<file path="config.mk">
export PLATFORM = sky130hd
export DESIGN_NAME = wtw_top
export DESIGN_NICKNAME = d
export VERILOG_FILES = /design/src/verilog/wtw_pkg.sv /design/src/verilog/wtw_top.sv
export SDC_FILE = /design/constraint.sdc
export NUM_CORES = 1
export LEC_CHECK = 0
export BUFFER_PORTS_ARGS = -buffer_cell sky130_fd_sc_hd__buf_4
export CAP_MARGIN = 10
export CORE_MARGIN = 1.5
export CORE_UTILIZATION = 57
export CTS_CLUSTER_SIZE = 10
export DETAILED_ROUTE_END_ITERATION = 10
export PLACE_DENSITY = 0.77
export SLEW_MARGIN = 30
export SYNTH_ARGS = -nofsm -noshare
export SYNTH_HDL_FRONTEND = slang
export SYNTH_SLANG_ARGS = --single-unit
</file>
<file path="constraint.sdc">
create_clock -name core_clk -period 7 [get_ports core_clk]
set_clock_uncertainty 0.05 [all_clocks]
set_input_delay 0.7 -clock core_clk [delete_from_list [all_inputs] [get_ports core_clk]]
set_output_delay 0.7 -clock core_clk [all_outputs]
set_load 0.05 [all_outputs]
</file>
<file path="src/verilog/wtw_pkg.sv">
// Constants for the wake timer watchdog: timing in oscillator ticks,
// state encoding and the interval selection code layout.
// Assumes a 40 MHz core clock that stands in for the low-frequency oscillator.
package wtw_pkg;

    localparam int CNT_W = 20;
    localparam int CODE_W = 11;

    // Core clock and internal oscillator
    localparam int CLK_PERIOD_NS = 25;
    localparam int OSC_PERIOD_NS = 10_000_000;
    localparam int TICK_CYCLES = (OSC_PERIOD_NS + CLK_PERIOD_NS - 1) / CLK_PERIOD_NS;
    localparam int OSC_PERIOD_MS = 10;

    // Times in milliseconds, as specified
    localparam int STROBE_MS = 20;
    localparam int ACK_MARGIN_MS = 20;
    localparam int RESET_PULSE_WIDTH_MS = 320;
    localparam int DEBOUNCE_TIME_MS = 20;
    localparam int CONVERSION_MAX_MS = 120;
    localparam int STEP_MS = 100;
    localparam int SEC_MS = 1000;

    // Same times in oscillator ticks
    localparam logic [CNT_W-1:0] STROBE_TICKS = CNT_W'(STROBE_MS / OSC_PERIOD_MS);
    localparam logic [CNT_W-1:0] ACK_MARGIN_TICKS = CNT_W'(ACK_MARGIN_MS / OSC_PERIOD_MS);
    localparam logic [CNT_W-1:0] RST_TICKS = CNT_W'(RESET_PULSE_WIDTH_MS / OSC_PERIOD_MS);
    localparam logic [CNT_W-1:0] DEBOUNCE_TICKS = CNT_W'(DEBOUNCE_TIME_MS / OSC_PERIOD_MS);
    localparam logic [CNT_W-1:0] CONV_TICKS = CNT_W'(CONVERSION_MAX_MS / OSC_PERIOD_MS);
    localparam logic [CNT_W-1:0] STEP_TICKS = CNT_W'(STEP_MS / OSC_PERIOD_MS);
    localparam logic [CNT_W-1:0] SEC_TICKS = CNT_W'(SEC_MS / OSC_PERIOD_MS);

    // Interval selection code: 1629 distinct intervals, codes 0 to 1628; higher codes saturate
    localparam logic [CODE_W-1:0] FINE_CODES = 11'h0009;
    localparam logic [CODE_W-1:0] LIN_LAST_CODE = 11'h03F0;
    localparam logic [CNT_W-1:0] LIN_LAST_S = 20'h0_03E8;
    localparam logic [CNT_W-1:0] COARSE_STEP_S = 20'h0_000A;
    localparam logic [CNT_W-1:0] MAX_S = 20'h0_1C20;

    typedef enum logic [5:0] {
        ST_RWAIT = 6'b00_0001,
        ST_READ = 6'b00_0010,
        ST_RUN = 6'b00_0100,
        ST_RPULSE = 6'b00_1000,
        ST_MHOLD = 6'b01_0000,
        ST_MDEB = 6'b10_0000
    } wtw_state_t;

endpackage

</file>
<file path="src/verilog/wtw_top.sv">
// Wake timer watchdog: periodic strobe to a sleeping host, acknowledge
// supervision, manual reset debounce and one-time interval selection.
// Assumes all inputs are synchronous to core_clk and an external converter
// measures the selection resistor while meas_path_en is high.
`timescale 1ns/10ps
`default_nettype none

// Functional notes
// RULE1: Strobe fires at each interval start; rising edges spaced by selected interval.
// RULE2: Host acknowledges each strobe at least 20 ms before the next one.
// RULE3: Missing acknowledge by that deadline asserts host reset at new interval.
// RULE4: No strobe at first interval start or after an unacknowledged interval.
// RULE5: Strobe output rests low between pulses.
// RULE6: Only a rising edge on the acknowledge input counts.
// RULE7: Only the first acknowledge edge per interval is acted upon.
// RULE8: Acknowledge clears the watchdog only; interval timing continues.
// RULE9: Acknowledge during a strobe pulse ends that pulse at once.
// RULE10: Host waits 100 ns to interval minus 20 ms before acknowledging.
// RULE11: Host reset is low during power-on reset and resistor reading.
// RULE12: Manual reset needs two consecutive high oscillator samples.
// RULE13: Resistor is read once after power-on; selection latched thereafter.
// RULE14: Manual reset during reading aborts it; reading restarts after release.
// RULE15: Manual reset clears counters; restart after release plus reset pulse width.
// RULE16: Manual reset asserts host reset after recognition, held through debounce and pulse.
// RULE17: Manual reset forces strobe low and host reset asserted.
// RULE18: Timeout or manual reset asserts host reset and restarts counters.
// RULE19: Reset release to next release or strobe equals interval plus pulse width; the code gives release to next strobe as the interval alone.
// RULE20: Interval spans 100 ms to 7200 s.
// RULE21: After reading, measurement path is off and pin feeds reset detector.
// RULE22: Pin tied high counts as manual reset; interval stays unprogrammed.
// RULE23: Resistor conversion takes at most 120 ms.
// RULE24: 1650 selections: nine 100 ms steps, the rest 1 s to 7200 s; code decodes 1629 (codes 0 to 1628).
// RULE25: Lowest nine selections are exact multiples of 100 ms.
// RULE26: Strobe and reset pulse widths are fixed oscillator-tick counts.
// RULE27: Interval starts only after a valid code and host reset release.
module wtw_top #(
    parameter int TICK_CYCLES = wtw_pkg::TICK_CYCLES
) (
    input wire logic core_clk,
    input wire logic rst,
    input wire logic mrst_pin,
    input wire logic ack_in,
    input wire logic conv_done,
    input wire logic [wtw_pkg::CODE_W-1:0] conv_code,
    input wire logic host_reset_n_in,
    output logic host_reset_n_out,
    output logic host_reset_n_oe_n,
    output logic strobe,
    output logic meas_path_en,
    output logic conv_start,
    output logic wd_pin_level
);

    // Maps a converter code to an interval length in ticks
    function automatic logic [wtw_pkg::CNT_W-1:0] sel_to_ticks(
        input logic [wtw_pkg::CODE_W-1:0] code
    );
        logic [wtw_pkg::CNT_W-1:0] c;
        logic [wtw_pkg::CNT_W-1:0] secs;
        c = wtw_pkg::CNT_W'(code);
        secs = wtw_pkg::MAX_S;
        if (code < wtw_pkg::FINE_CODES)
        begin
            sel_to_ticks = wtw_pkg::CNT_W'((c + 20'h0_0001) * wtw_pkg::STEP_TICKS); // RULE25
        end
        else
        begin
            if (code <= wtw_pkg::LIN_LAST_CODE)
            begin
                secs = c - wtw_pkg::CNT_W'(wtw_pkg::FINE_CODES) + 20'h0_0001;
            end
            else
            begin
                secs = wtw_pkg::LIN_LAST_S + wtw_pkg::CNT_W'((c - wtw_pkg::CNT_W'(wtw_pkg::LIN_LAST_CODE))
                    * wtw_pkg::COARSE_STEP_S);
                if (secs > wtw_pkg::MAX_S)
                begin
                    secs = wtw_pkg::MAX_S; // RULE20
                end
            end
            sel_to_ticks = wtw_pkg::CNT_W'(secs * wtw_pkg::SEC_TICKS); // RULE24
        end
    endfunction

    localparam logic [wtw_pkg::CNT_W-1:0] TICK_LAST = wtw_pkg::CNT_W'(TICK_CYCLES - 1);

    wtw_pkg::wtw_state_t st_r;
    logic [wtw_pkg::CNT_W-1:0] tick_cnt_r;
    logic tick;
    logic mrst_s_r;
    logic mrst_valid;
    logic [wtw_pkg::CNT_W-1:0] cnt_r;
    logic [wtw_pkg::CNT_W-1:0] interval_r;
    logic [wtw_pkg::CNT_W-1:0] strobe_left_r;
    logic strobe_r;
    logic ack_d_r;
    logic ack_seen_r;
    logic ack_edge;
    logic ack_valid;
    logic boundary;
    logic oe_n_r;
    logic meas_r;
    logic start_r;
    logic pin_r;

    assign tick = (tick_cnt_r == TICK_LAST);
    // Two consecutive high samples, only once the pin feeds the detector
    assign mrst_valid = tick && mrst_pin && mrst_s_r; // RULE12
    assign boundary = (st_r == wtw_pkg::ST_RUN) && tick && (cnt_r == interval_r - 20'h0_0001);
    assign ack_edge = ack_in && !ack_d_r; // RULE6
    // Late edges and repeats are dropped; a boundary edge belongs to the next interval
    assign ack_valid = ack_edge && (st_r == wtw_pkg::ST_RUN) && (!ack_seen_r || boundary) // RULE7
        && (boundary || (cnt_r < interval_r - wtw_pkg::ACK_MARGIN_TICKS)); // RULE3

    // Oscillator tick prescaler; free running so debounce sampling never stops
    always_ff @(posedge core_clk)
    begin
        if (rst || tick)
        begin
            tick_cnt_r <= '0;
        end
        else
        begin
            tick_cnt_r <= tick_cnt_r + 20'h0_0001;
        end
    end

    always_ff @(posedge core_clk)
    begin
        if (rst)
        begin
            mrst_s_r <= 1'b0;
            ack_d_r <= 1'b0;
            pin_r <= 1'b1;
        end
        else
        begin
            if (tick)
            begin
                mrst_s_r <= mrst_pin;
            end
            ack_d_r <= ack_in;
            pin_r <= host_reset_n_in;
        end
    end
    // Main sequencer and shared counter
    always_ff @(posedge core_clk)
    begin
        if (rst)
        begin
            st_r <= wtw_pkg::ST_RWAIT;
            cnt_r <= '0;
            start_r <= 1'b0;
        end
        else
        begin
            start_r <= 1'b0;
            case (st_r)
                wtw_pkg::ST_RWAIT:
                begin
                    cnt_r <= '0;
                    if (tick && !mrst_pin) // RULE14
                    begin
                        st_r <= wtw_pkg::ST_READ;
                        start_r <= 1'b1;
                    end
                end
                wtw_pkg::ST_READ:
                begin
                    if (conv_done)
                    begin
                        st_r <= wtw_pkg::ST_RUN; // RULE27
                        cnt_r <= '0;
                    end
                    else if (tick && mrst_pin)
                    begin
                        st_r <= wtw_pkg::ST_RWAIT; // RULE14 RULE22
                    end
                    else if (tick && cnt_r == wtw_pkg::CONV_TICKS - 20'h0_0001)
                    begin
                        cnt_r <= '0; // RULE23
                        start_r <= 1'b1;
                    end
                    else if (tick)
                    begin
                        cnt_r <= cnt_r + 20'h0_0001;
                    end
                end
                wtw_pkg::ST_RUN:
                begin
                    if (mrst_valid)
                    begin
                        st_r <= wtw_pkg::ST_MHOLD; // RULE15 RULE18
                        cnt_r <= '0;
                    end
                    else if (boundary)
                    begin
                        cnt_r <= '0; // RULE1 RULE19
                        if (!ack_seen_r)
                        begin
                            st_r <= wtw_pkg::ST_RPULSE; // RULE3 RULE18
                        end
                    end
                    else if (tick)
                    begin
                        cnt_r <= cnt_r + 20'h0_0001; // RULE8
                    end
                end
                wtw_pkg::ST_RPULSE:
                begin
                    if (mrst_valid)
                    begin
                        st_r <= wtw_pkg::ST_MHOLD;
                        cnt_r <= '0;
                    end
                    else if (tick && cnt_r == wtw_pkg::RST_TICKS - 20'h0_0001)
                    begin
                        st_r <= wtw_pkg::ST_RUN; // RULE19 RULE26
                        cnt_r <= '0;
                    end
                    else if (tick)
                    begin
                        cnt_r <= cnt_r + 20'h0_0001;
                    end
                end
                wtw_pkg::ST_MHOLD:
                begin
                    cnt_r <= '0;
                    if (tick && !mrst_pin)
                    begin
                        st_r <= wtw_pkg::ST_MDEB;
                    end
                end
                wtw_pkg::ST_MDEB:
                begin
                    if (tick && mrst_pin)
                    begin
                        st_r <= wtw_pkg::ST_MHOLD;
                        cnt_r <= '0;
                    end
                    else if (tick && cnt_r == wtw_pkg::DEBOUNCE_TICKS - 20'h0_0001)
                    begin
                        st_r <= wtw_pkg::ST_RPULSE; // RULE15 RULE16
                        cnt_r <= '0;
                    end
                    else if (tick)
                    begin
                        cnt_r <= cnt_r + 20'h0_0001;
                    end
                end
                default:
                begin
                    st_r <= wtw_pkg::ST_RWAIT;
                    cnt_r <= '0;
                end
            endcase
        end
    end
    // Selection is latched only from the single successful reading
    always_ff @(posedge core_clk)
    begin
        if (rst)
        begin
            interval_r <= wtw_pkg::STEP_TICKS;
        end
        else if (st_r == wtw_pkg::ST_READ && conv_done)
        begin
            interval_r <= sel_to_ticks(conv_code); // RULE13
        end
    end
    // Watchdog flag; a new edge wins over the interval clear
    always_ff @(posedge core_clk)
    begin
        if (rst)
        begin
            ack_seen_r <= 1'b0;
        end
        else if (ack_valid)
        begin
            ack_seen_r <= 1'b1; // RULE8
        end
        else if (boundary || st_r != wtw_pkg::ST_RUN)
        begin
            ack_seen_r <= 1'b0;
        end
    end
    // Strobe pulse
    always_ff @(posedge core_clk)
    begin
        if (rst)
        begin
            strobe_r <= 1'b0;
            strobe_left_r <= '0;
        end
        else if (mrst_valid || st_r != wtw_pkg::ST_RUN)
        begin
            strobe_r <= 1'b0; // RULE17 RULE5
            strobe_left_r <= '0;
        end
        else if (boundary && ack_seen_r)
        begin
            strobe_r <= 1'b1; // RULE1 RULE4
            strobe_left_r <= wtw_pkg::STROBE_TICKS; // RULE26
        end
        else if (strobe_r && ack_valid)
        begin
            strobe_r <= 1'b0; // RULE9
            strobe_left_r <= '0;
        end
        else if (strobe_r && tick)
        begin
            if (strobe_left_r == 20'h0_0001)
            begin
                strobe_r <= 1'b0; // RULE5
            end
            strobe_left_r <= strobe_left_r - 20'h0_0001;
        end
    end
    // Host reset and measurement path
    always_ff @(posedge core_clk)
    begin
        if (rst)
        begin
            oe_n_r <= 1'b0; // RULE11
            meas_r <= 1'b0;
        end
        else
        begin
            case (st_r)
                wtw_pkg::ST_RUN:
                begin
                    oe_n_r <= !(mrst_valid || (boundary && !ack_seen_r)); // RULE3 RULE16 RULE17
                    meas_r <= 1'b0; // RULE21
                end
                wtw_pkg::ST_READ:
                begin
                    oe_n_r <= conv_done;
                    meas_r <= !conv_done && !(tick && mrst_pin); // RULE11 RULE21
                end
                wtw_pkg::ST_RPULSE:
                begin
                    oe_n_r <= tick && !mrst_valid && cnt_r == wtw_pkg::RST_TICKS - 20'h0_0001;
                    meas_r <= 1'b0;
                end
                wtw_pkg::ST_RWAIT:
                begin
                    oe_n_r <= 1'b0;
                    meas_r <= tick && !mrst_pin;
                end
                default:
                begin
                    oe_n_r <= 1'b0;
                    meas_r <= 1'b0;
                end
            endcase
        end
    end

    // Open-drain: only ever pulls low
    assign host_reset_n_out = 1'b0;
    assign host_reset_n_oe_n = oe_n_r;
    assign strobe = strobe_r;
    assign meas_path_en = meas_r;
    assign conv_start = start_r;
    assign wd_pin_level = pin_r;

endmodule

`default_nettype wire

</file>
* Yosys cells after proc, flatten, opt, wreduce, memory -nomap -nowiden
Index checks and enable logic that the tools add are counted.
** Cells by class
- Add/subtract/negate cells :: 10
- Multiply operators :: 3
- Divide/modulo/power cells :: 0
- Magnitude comparators :: 4
- Equality and inequality tests :: 21
- Shift-type cells :: 0
- Muxes and demuxes :: 45
- Bitwise gates (word level) :: 0
- Reduce and logical (&&, ||, !) cells :: 40
** Operator list (count)
- 20-bit 2-to-1 mux :: 16
- 20-bit one-hot mux with 4 select lines :: 1
- 6-bit 2-to-1 mux :: 11
- 20-bit by 1-bit adder with 20-bit output (second input constant) :: 2
- 20-bit by 1-bit == test with 1-bit output (second input constant) :: 2
- 20-bit by 1-bit subtractor with 20-bit output (second input constant) :: 2
- 6-bit one-hot mux with 6 select lines :: 1
- 10-bit by 20-bit adder with 20-bit output (first input constant) :: 1
- 20-bit by 19-bit == test with 1-bit output (second input constant) :: 1
- 20-bit == test :: 1
- 20-bit by 4-bit == test with 1-bit output (second input constant) :: 1
- 20-bit by 5-bit == test with 1-bit output (second input constant) :: 1
- 20-bit by 13-bit greater-than comparator with 1-bit output (second input constant) :: 1
- 1-bit logical AND :: 20
- 20-bit less-than comparator :: 1
- 20-bit by 3-bit multiplier with 19-bit output (second input constant) :: 1
- 20-bit by 5-bit multiplier with 18-bit output (second input constant) :: 1
- 20-bit by 2-bit subtractor with 20-bit output (second input constant) :: 1
- 12-bit by 3-bit multiplier with 15-bit output (second input constant) :: 1
- 3-bit inequality test (second input constant) :: 5
- 12-bit by 2-bit adder with 13-bit output (second input constant) :: 1
- 11-bit by 1-bit adder with 12-bit output (second input constant) :: 1
- 11-bit by 10-bit subtractor with 12-bit output (second input constant) :: 1
- 11-bit by 4-bit subtractor with 12-bit output (second input constant) :: 1
- other kinds (23) :: 48
** Word-level totals
- Register bits :: 94
- Bits in latches :: 0
- RAM bits :: 0
- ROM bits :: 0
- Bits of input ports :: 17
- Output and inout port bits :: 6
- Logic and storage cells :: 137
- Memories kept :: 0

* Depth between registers and ports, before layout
- Depth after elaboration :: 11
- Mapped depth :: 31
- Mapped depth without buffers :: 29

* Least setup slack after synthesis
No wires, ideal clock.
- Kind :: in2reg
- From :: input conv_code[4] in the netlist's numbering
- To :: register interval_r[19] in the netlist's numbering
- Setup time :: 0.117 ns
- Arrival :: 7.133 ns
- Required time :: 6.833 ns
- Slack :: -0.300 ns
- Stages :: 29
- Buffers on the path :: 2
- Cell sequence :: clkbuf_1 > inv_1 > ha_1 > ha_1 > ha_1 > or2_2 > o22a_1 > xor2_1 > nor4_4 > nand2b_4 > nor4_1 > xnor2_1 > o2111ai_2 > buf_6 > o22ai_1 > ha_1 > ha_1 > inv_1 > fa_1 > inv_1 > ha_1 > a21oi_1 > nor2b_1 > a41o_1 > o41a_1 > a31oi_1 > o21ai_0 > xnor2_1 > a22o_1
** Between the ends
- Longest elaborated chain between the ends :: 11
** RTL lines
- from (decl) :: RTL line wtw_top.sv:44 : input wire logic [wtw_pkg::CODE_W-1:0] conv_code,
- 11-bit by 10-bit subtractor with 12-bit output :: RTL line wtw_top.sv:74 : secs = wtw_pkg::LIN_LAST_S + wtw_pkg::CNT_W'((c - wtw_pkg::CNT_W'(wtw_pkg::LIN_LAST_CODE))
- 20-bit by 3-bit multiplier with 19-bit output :: RTL line wtw_top.sv:75 : * wtw_pkg::COARSE_STEP_S);
- 10-bit by 20-bit adder with 20-bit output :: RTL line wtw_top.sv:74
- 20-bit by 13-bit greater-than comparator with 1-bit output :: RTL line wtw_top.sv:76 : if (secs > wtw_pkg::MAX_S)
- 20-bit 2-to-1 mux :: RTL line wtw_top.sv:76
- 20-bit 2-to-1 mux :: RTL line wtw_top.sv:68 : if (code <= wtw_pkg::LIN_LAST_CODE)
- 20-bit 2-to-1 mux :: RTL line wtw_top.sv:62 : if (code < wtw_pkg::FINE_CODES)
- 20-bit 2-to-1 mux :: RTL line wtw_top.sv:266 : else if (st_r == wtw_pkg::ST_READ && conv_done)
- 20-bit 2-to-1 mux :: RTL line wtw_top.sv:262 : if (rst)
- 20-bit by 5-bit multiplier with 18-bit output :: RTL line wtw_top.sv:81 : sel_to_ticks = wtw_pkg::CNT_W'(secs * wtw_pkg::SEC_TICKS);
- 20-bit 2-to-1 mux * :: RTL line wtw_top.sv:62
- to (signal assigned) :: RTL line wtw_top.sv:264 : interval_r <= wtw_pkg::STEP_TICKS;
- to (signal assigned) :: RTL line wtw_top.sv:268 : interval_r <= sel_to_ticks(conv_code);
- to (decl) :: RTL line wtw_top.sv:93 : logic [wtw_pkg::CNT_W-1:0] interval_r;
Mark *: on every way between the ends. The rest lies on a longest branch, timed or not. The select of a mux whose other input is x is not followed.
A chain may end at the register's enable or synchronous reset.

* Worst setup path after layout
Ends and elaborated chain as after synthesis.

==> results.cfg <==
[global_route]
grt_remaining_overflow = 0
met1_usage_pct = 31.75
grt_start_max_net_pins = 32
grt_pass1_wl_um = 34800
grt_use_total_pct = 25.94
use_met3_pct = 3.141
grt_antenna_before_repair = 0
grt.busiest_layer = met2
grt_pass1_vias = 7632
grtUsageMet2_pct = 46.33

[synthesis]
synth_compound_area_share_pct = 15.49
seq_area_frac_synth_pct = 21.03
synth_mux_area_share_pct = 0.3393
yosysWarningCount = 0
syn_area_per_cell_um2 = 8.032
synth_top_family_by_area = simple AND/OR/NAND/NOR gates
postSynthCellCount = 1102
synth_top_cell_area_share_pct = 21.03
synthXorXnorAreaFrac_pct = 13.32
synth_edf_count = 0
synth_top_area_cell = dfxtp_1
syn_area_um2 = 8851
async_reset_ff_share_pct = 0
synth-adder-area-share_pct = 19.42
synth_area_leaders = dfxtp_1 21%, ha_1 16%, xnor2_1 7.2%
yosys_register_bits = 93
synthFlopType = dfxtp_1
yosys.area_share.simple_pct = 25.71
synth.net_count = 1248
yosysUniqueCellTypes = 85

[final_layout]
final_area_um2 = 10200
final_nets = 1321
final_util_pct = 67.10
layoutNonFillerInstCount = 1367
fillers = 1277
area_growth_pct = 15.25
drive_gt1_share_pct = 14.76
n_antenna_cell = 0

[power_and_ir_drop]
power_leakage_nw = 4.268
total_power_mw = 2.097
powerDensity_nw_per_um2 = 205.5
ir_drop_v = 0.0001135

[setup_path]
reg2reg_slack_ns = 2.54
crit_fanout = 8
path_class = input pin to flop
cp-end-kind = flop
r2r_end = strobe_left_r[15]
required_ns = 7.18
r2r_cells = 14
worstSetupStartpointType = input pin
arrival_ns = 6.89
rr_startpoint = interval_r[3]

[route]
wirelength_um = 20820
wl_per_cell_um = 15.23
ant_nets = 0
vias_per_cell = 5.876
firstDrtPassIters = 5
dr.first_iter.drc_count = 573
drc = 0
vias = 8032

[clock_network]
clock_sinks = 93
clock_path_buffers = 2
ctsHoldBuffers = 0
cts_root_buffer = clkbuf_16
clk_pin_slew_worst_paths_ns = 0.06
cts_tree = done
clk_latency_ns = 0.34
h-tree-depth = 3
cts-buffers-inserted = 9

[sta]
finalSetupViolCount = 0
min_period_ns = 6.708
worst_pin_slew_ns = 0.7241
hold_viol = 0
setup_tns_ns = 0
hold_ws_ns = 0.4178
fin_crit_sh_pct = 95.83
fin_ws_ns = 0.2917
max_freq_ghz = 0.1491
slew_headroom_pct = 51.72
maxSlewViolCount = 0

[placed_design]
placed_area_um2 = 9658
port_buffers = 21
dp_slack_ns = -0.3151
placed_cells = 1350
place_congestion = 0.9028
dp_hpwl_um = 16130

[floorplan]
rows = 45
die_w_um = 127.6
die-area_um2 = 16280
io_pins = 23
initial_utilization_pct = 58.22
coreArea_um2 = 15200
dieHeight_um = 127.6

[worst_hold_path]
holdPathEnd = tick_cnt_r[0]
hp-class = flop to flop
min_delay_path_depth = 1
hp-start = tick_cnt_r[0]

[run_status]
outcome = completed

[job]
cap_violations = 0
cell usage after synthesis, types with 5 or more instances:
library cell	n
a31oi_1	11
ha_1	115
nand2_1	73
a21oi_1	55
o211ai_1	5
nor4_1	19
nand2b_1	10
o31ai_1	7
dfxtp_1	93
nand3b_1	7
xor2_1	59
o21a_1	7
o21ai_0	38
or3_1	11
fa_1	14
a211oi_1	10
or2_2	7
inv_1	61
o22ai_1	7
xnor2_1	73
nand3_1	37
nor3b_1	7
a21o_1	14
nor2b_1	9
o21bai_1	8
and3_1	14
or4_1	5
nor3_1	39
nand4_1	27
nor2_1	143
clkbuf_1	22
worst max-delay path, cell delays in order:
cell,delay (ns)
buf_4,0.12
inv_1,0.07
ha_1,0.33
ha_1,0.30
ha_1,0.38
a21o_1,0.23
nand2_1,0.11
a31oi_2,0.13
o21a_1,0.23
buf_4,0.16
o21a_1,0.16
o2111ai_1,0.39
o2111ai_4,0.34
o22ai_4,0.27
ha_1,0.27
ha_1,0.28
inv_1,0.05
fa_1,0.49
inv_1,0.04
ha_1,0.33
a21oi_2,0.17
nor2b_1,0.07
a41o_1,0.25
o41a_1,0.34
a31oi_2,0.21
o21ai_1,0.11
xnor2_1,0.13
a22o_1,0.19
layout make-up:
type,count,area [µm²],share of cell area [%]
Multi-Input combinational cell,913,6835,67.01
Sequential cell,93,1862,18.25
Timing Repair Buffer,96,720.7,7.065
Clock buffer,11,242.7,2.380
Tap cell,188,235.2,2.306
Inverter,62,232.7,2.281
Clock inverter,4,72.57,0.7114
how the worst max path moves through the flow:
| stage | from | slack [ns] | end |
|---|---|---|---|
| floorplan | conv_code[4] | 0.03 | interval_r[18] |
| global placement | conv_code[4] | -0.13 | interval_r[18] |
| detailed placement | conv_code[4] | -0.32 | interval_r[19] |
| CTS | conv_code[4] | 0.02 | interval_r[19] |
| global route | conv_code[4] | -0.02 | interval_r[19] |
| finish | conv_code[4] | 0.29 | interval_r[19] |
kinds of logic after synthesis:
family,count (synthesis)
AOI/OAI and AO/OA,207
xor gates and xnor gates,133
adders and majority gates,129
buffers and inverters,96
DFF,93
muxes,3
other,1
and+or+nand+nor,440
placed cells by master (no fill, tap or decap), drive strengths merged, types with 4 or more instances in the layout:
master	count
nor2	144
ha	115
buf	96
dfxtp	93
nand2	74
xnor2	73
inv	61
xor2	59
a21oi	55
o21ai	43
nor3	41
nand3	38
nand4	28
nor4	21
and3	14
a21o	14
fa	14
a211oi	14
or3	12
nand2b	11
a31oi	11
clkbuf	11
nor2b	9
o21bai	8
nor3b	8
nand3b	7
or2	7
o21a	7
o31ai	7
o22ai	7
o211ai	6
or4	5
o22a	4
and2	4
nand4b	4
and4	4
a22o	4
o2111ai	4
state kept, by name (all words and copies together), names as in the netlist:
name               cells
st_r                   6
ack_d_r                1
strobe_left_r         20
tick_cnt_r            20
host_reset_n_oe_n      1
ack_seen_r             1
wd_pin_level           1
mrst_s_r               1
cnt_r                 20
conv_start             1
interval_r            19
meas_path_en           1
strobe                 1
layer usage:
metal | wire length (µm) | vias up | part of all wire, %
met1 | 9242 | 3722 | 44
met5 | 0 | - | 0
met4 | 609 | 0 | 2.9
li1 | - | 4075 | -
met3 | 631 | 44 | 3.0
met2 | 10340 | 191 | 50
power breakdown:
group / switching (mW) / leakage (nW) / internal [mW] / total, mW
combinational: 0.549 / 3.37 / 0.498 / 1.05
sequential: 0.00158 / 0.750 / 0.531 / 0.533
clock: 0.196 / 0.152 / 0.320 / 0.516
total: 0.747 / 4.27 / 1.35 / 2.10
what timing repair did:
action / in CTS / in global routing
endpoints found under the setup margin: 0 / 8
buffers inserted: 0 / 2
resized for setup: 0 / 39
hold endpoints to repair: 0 / 0
(Power assumes the default switching activity.)
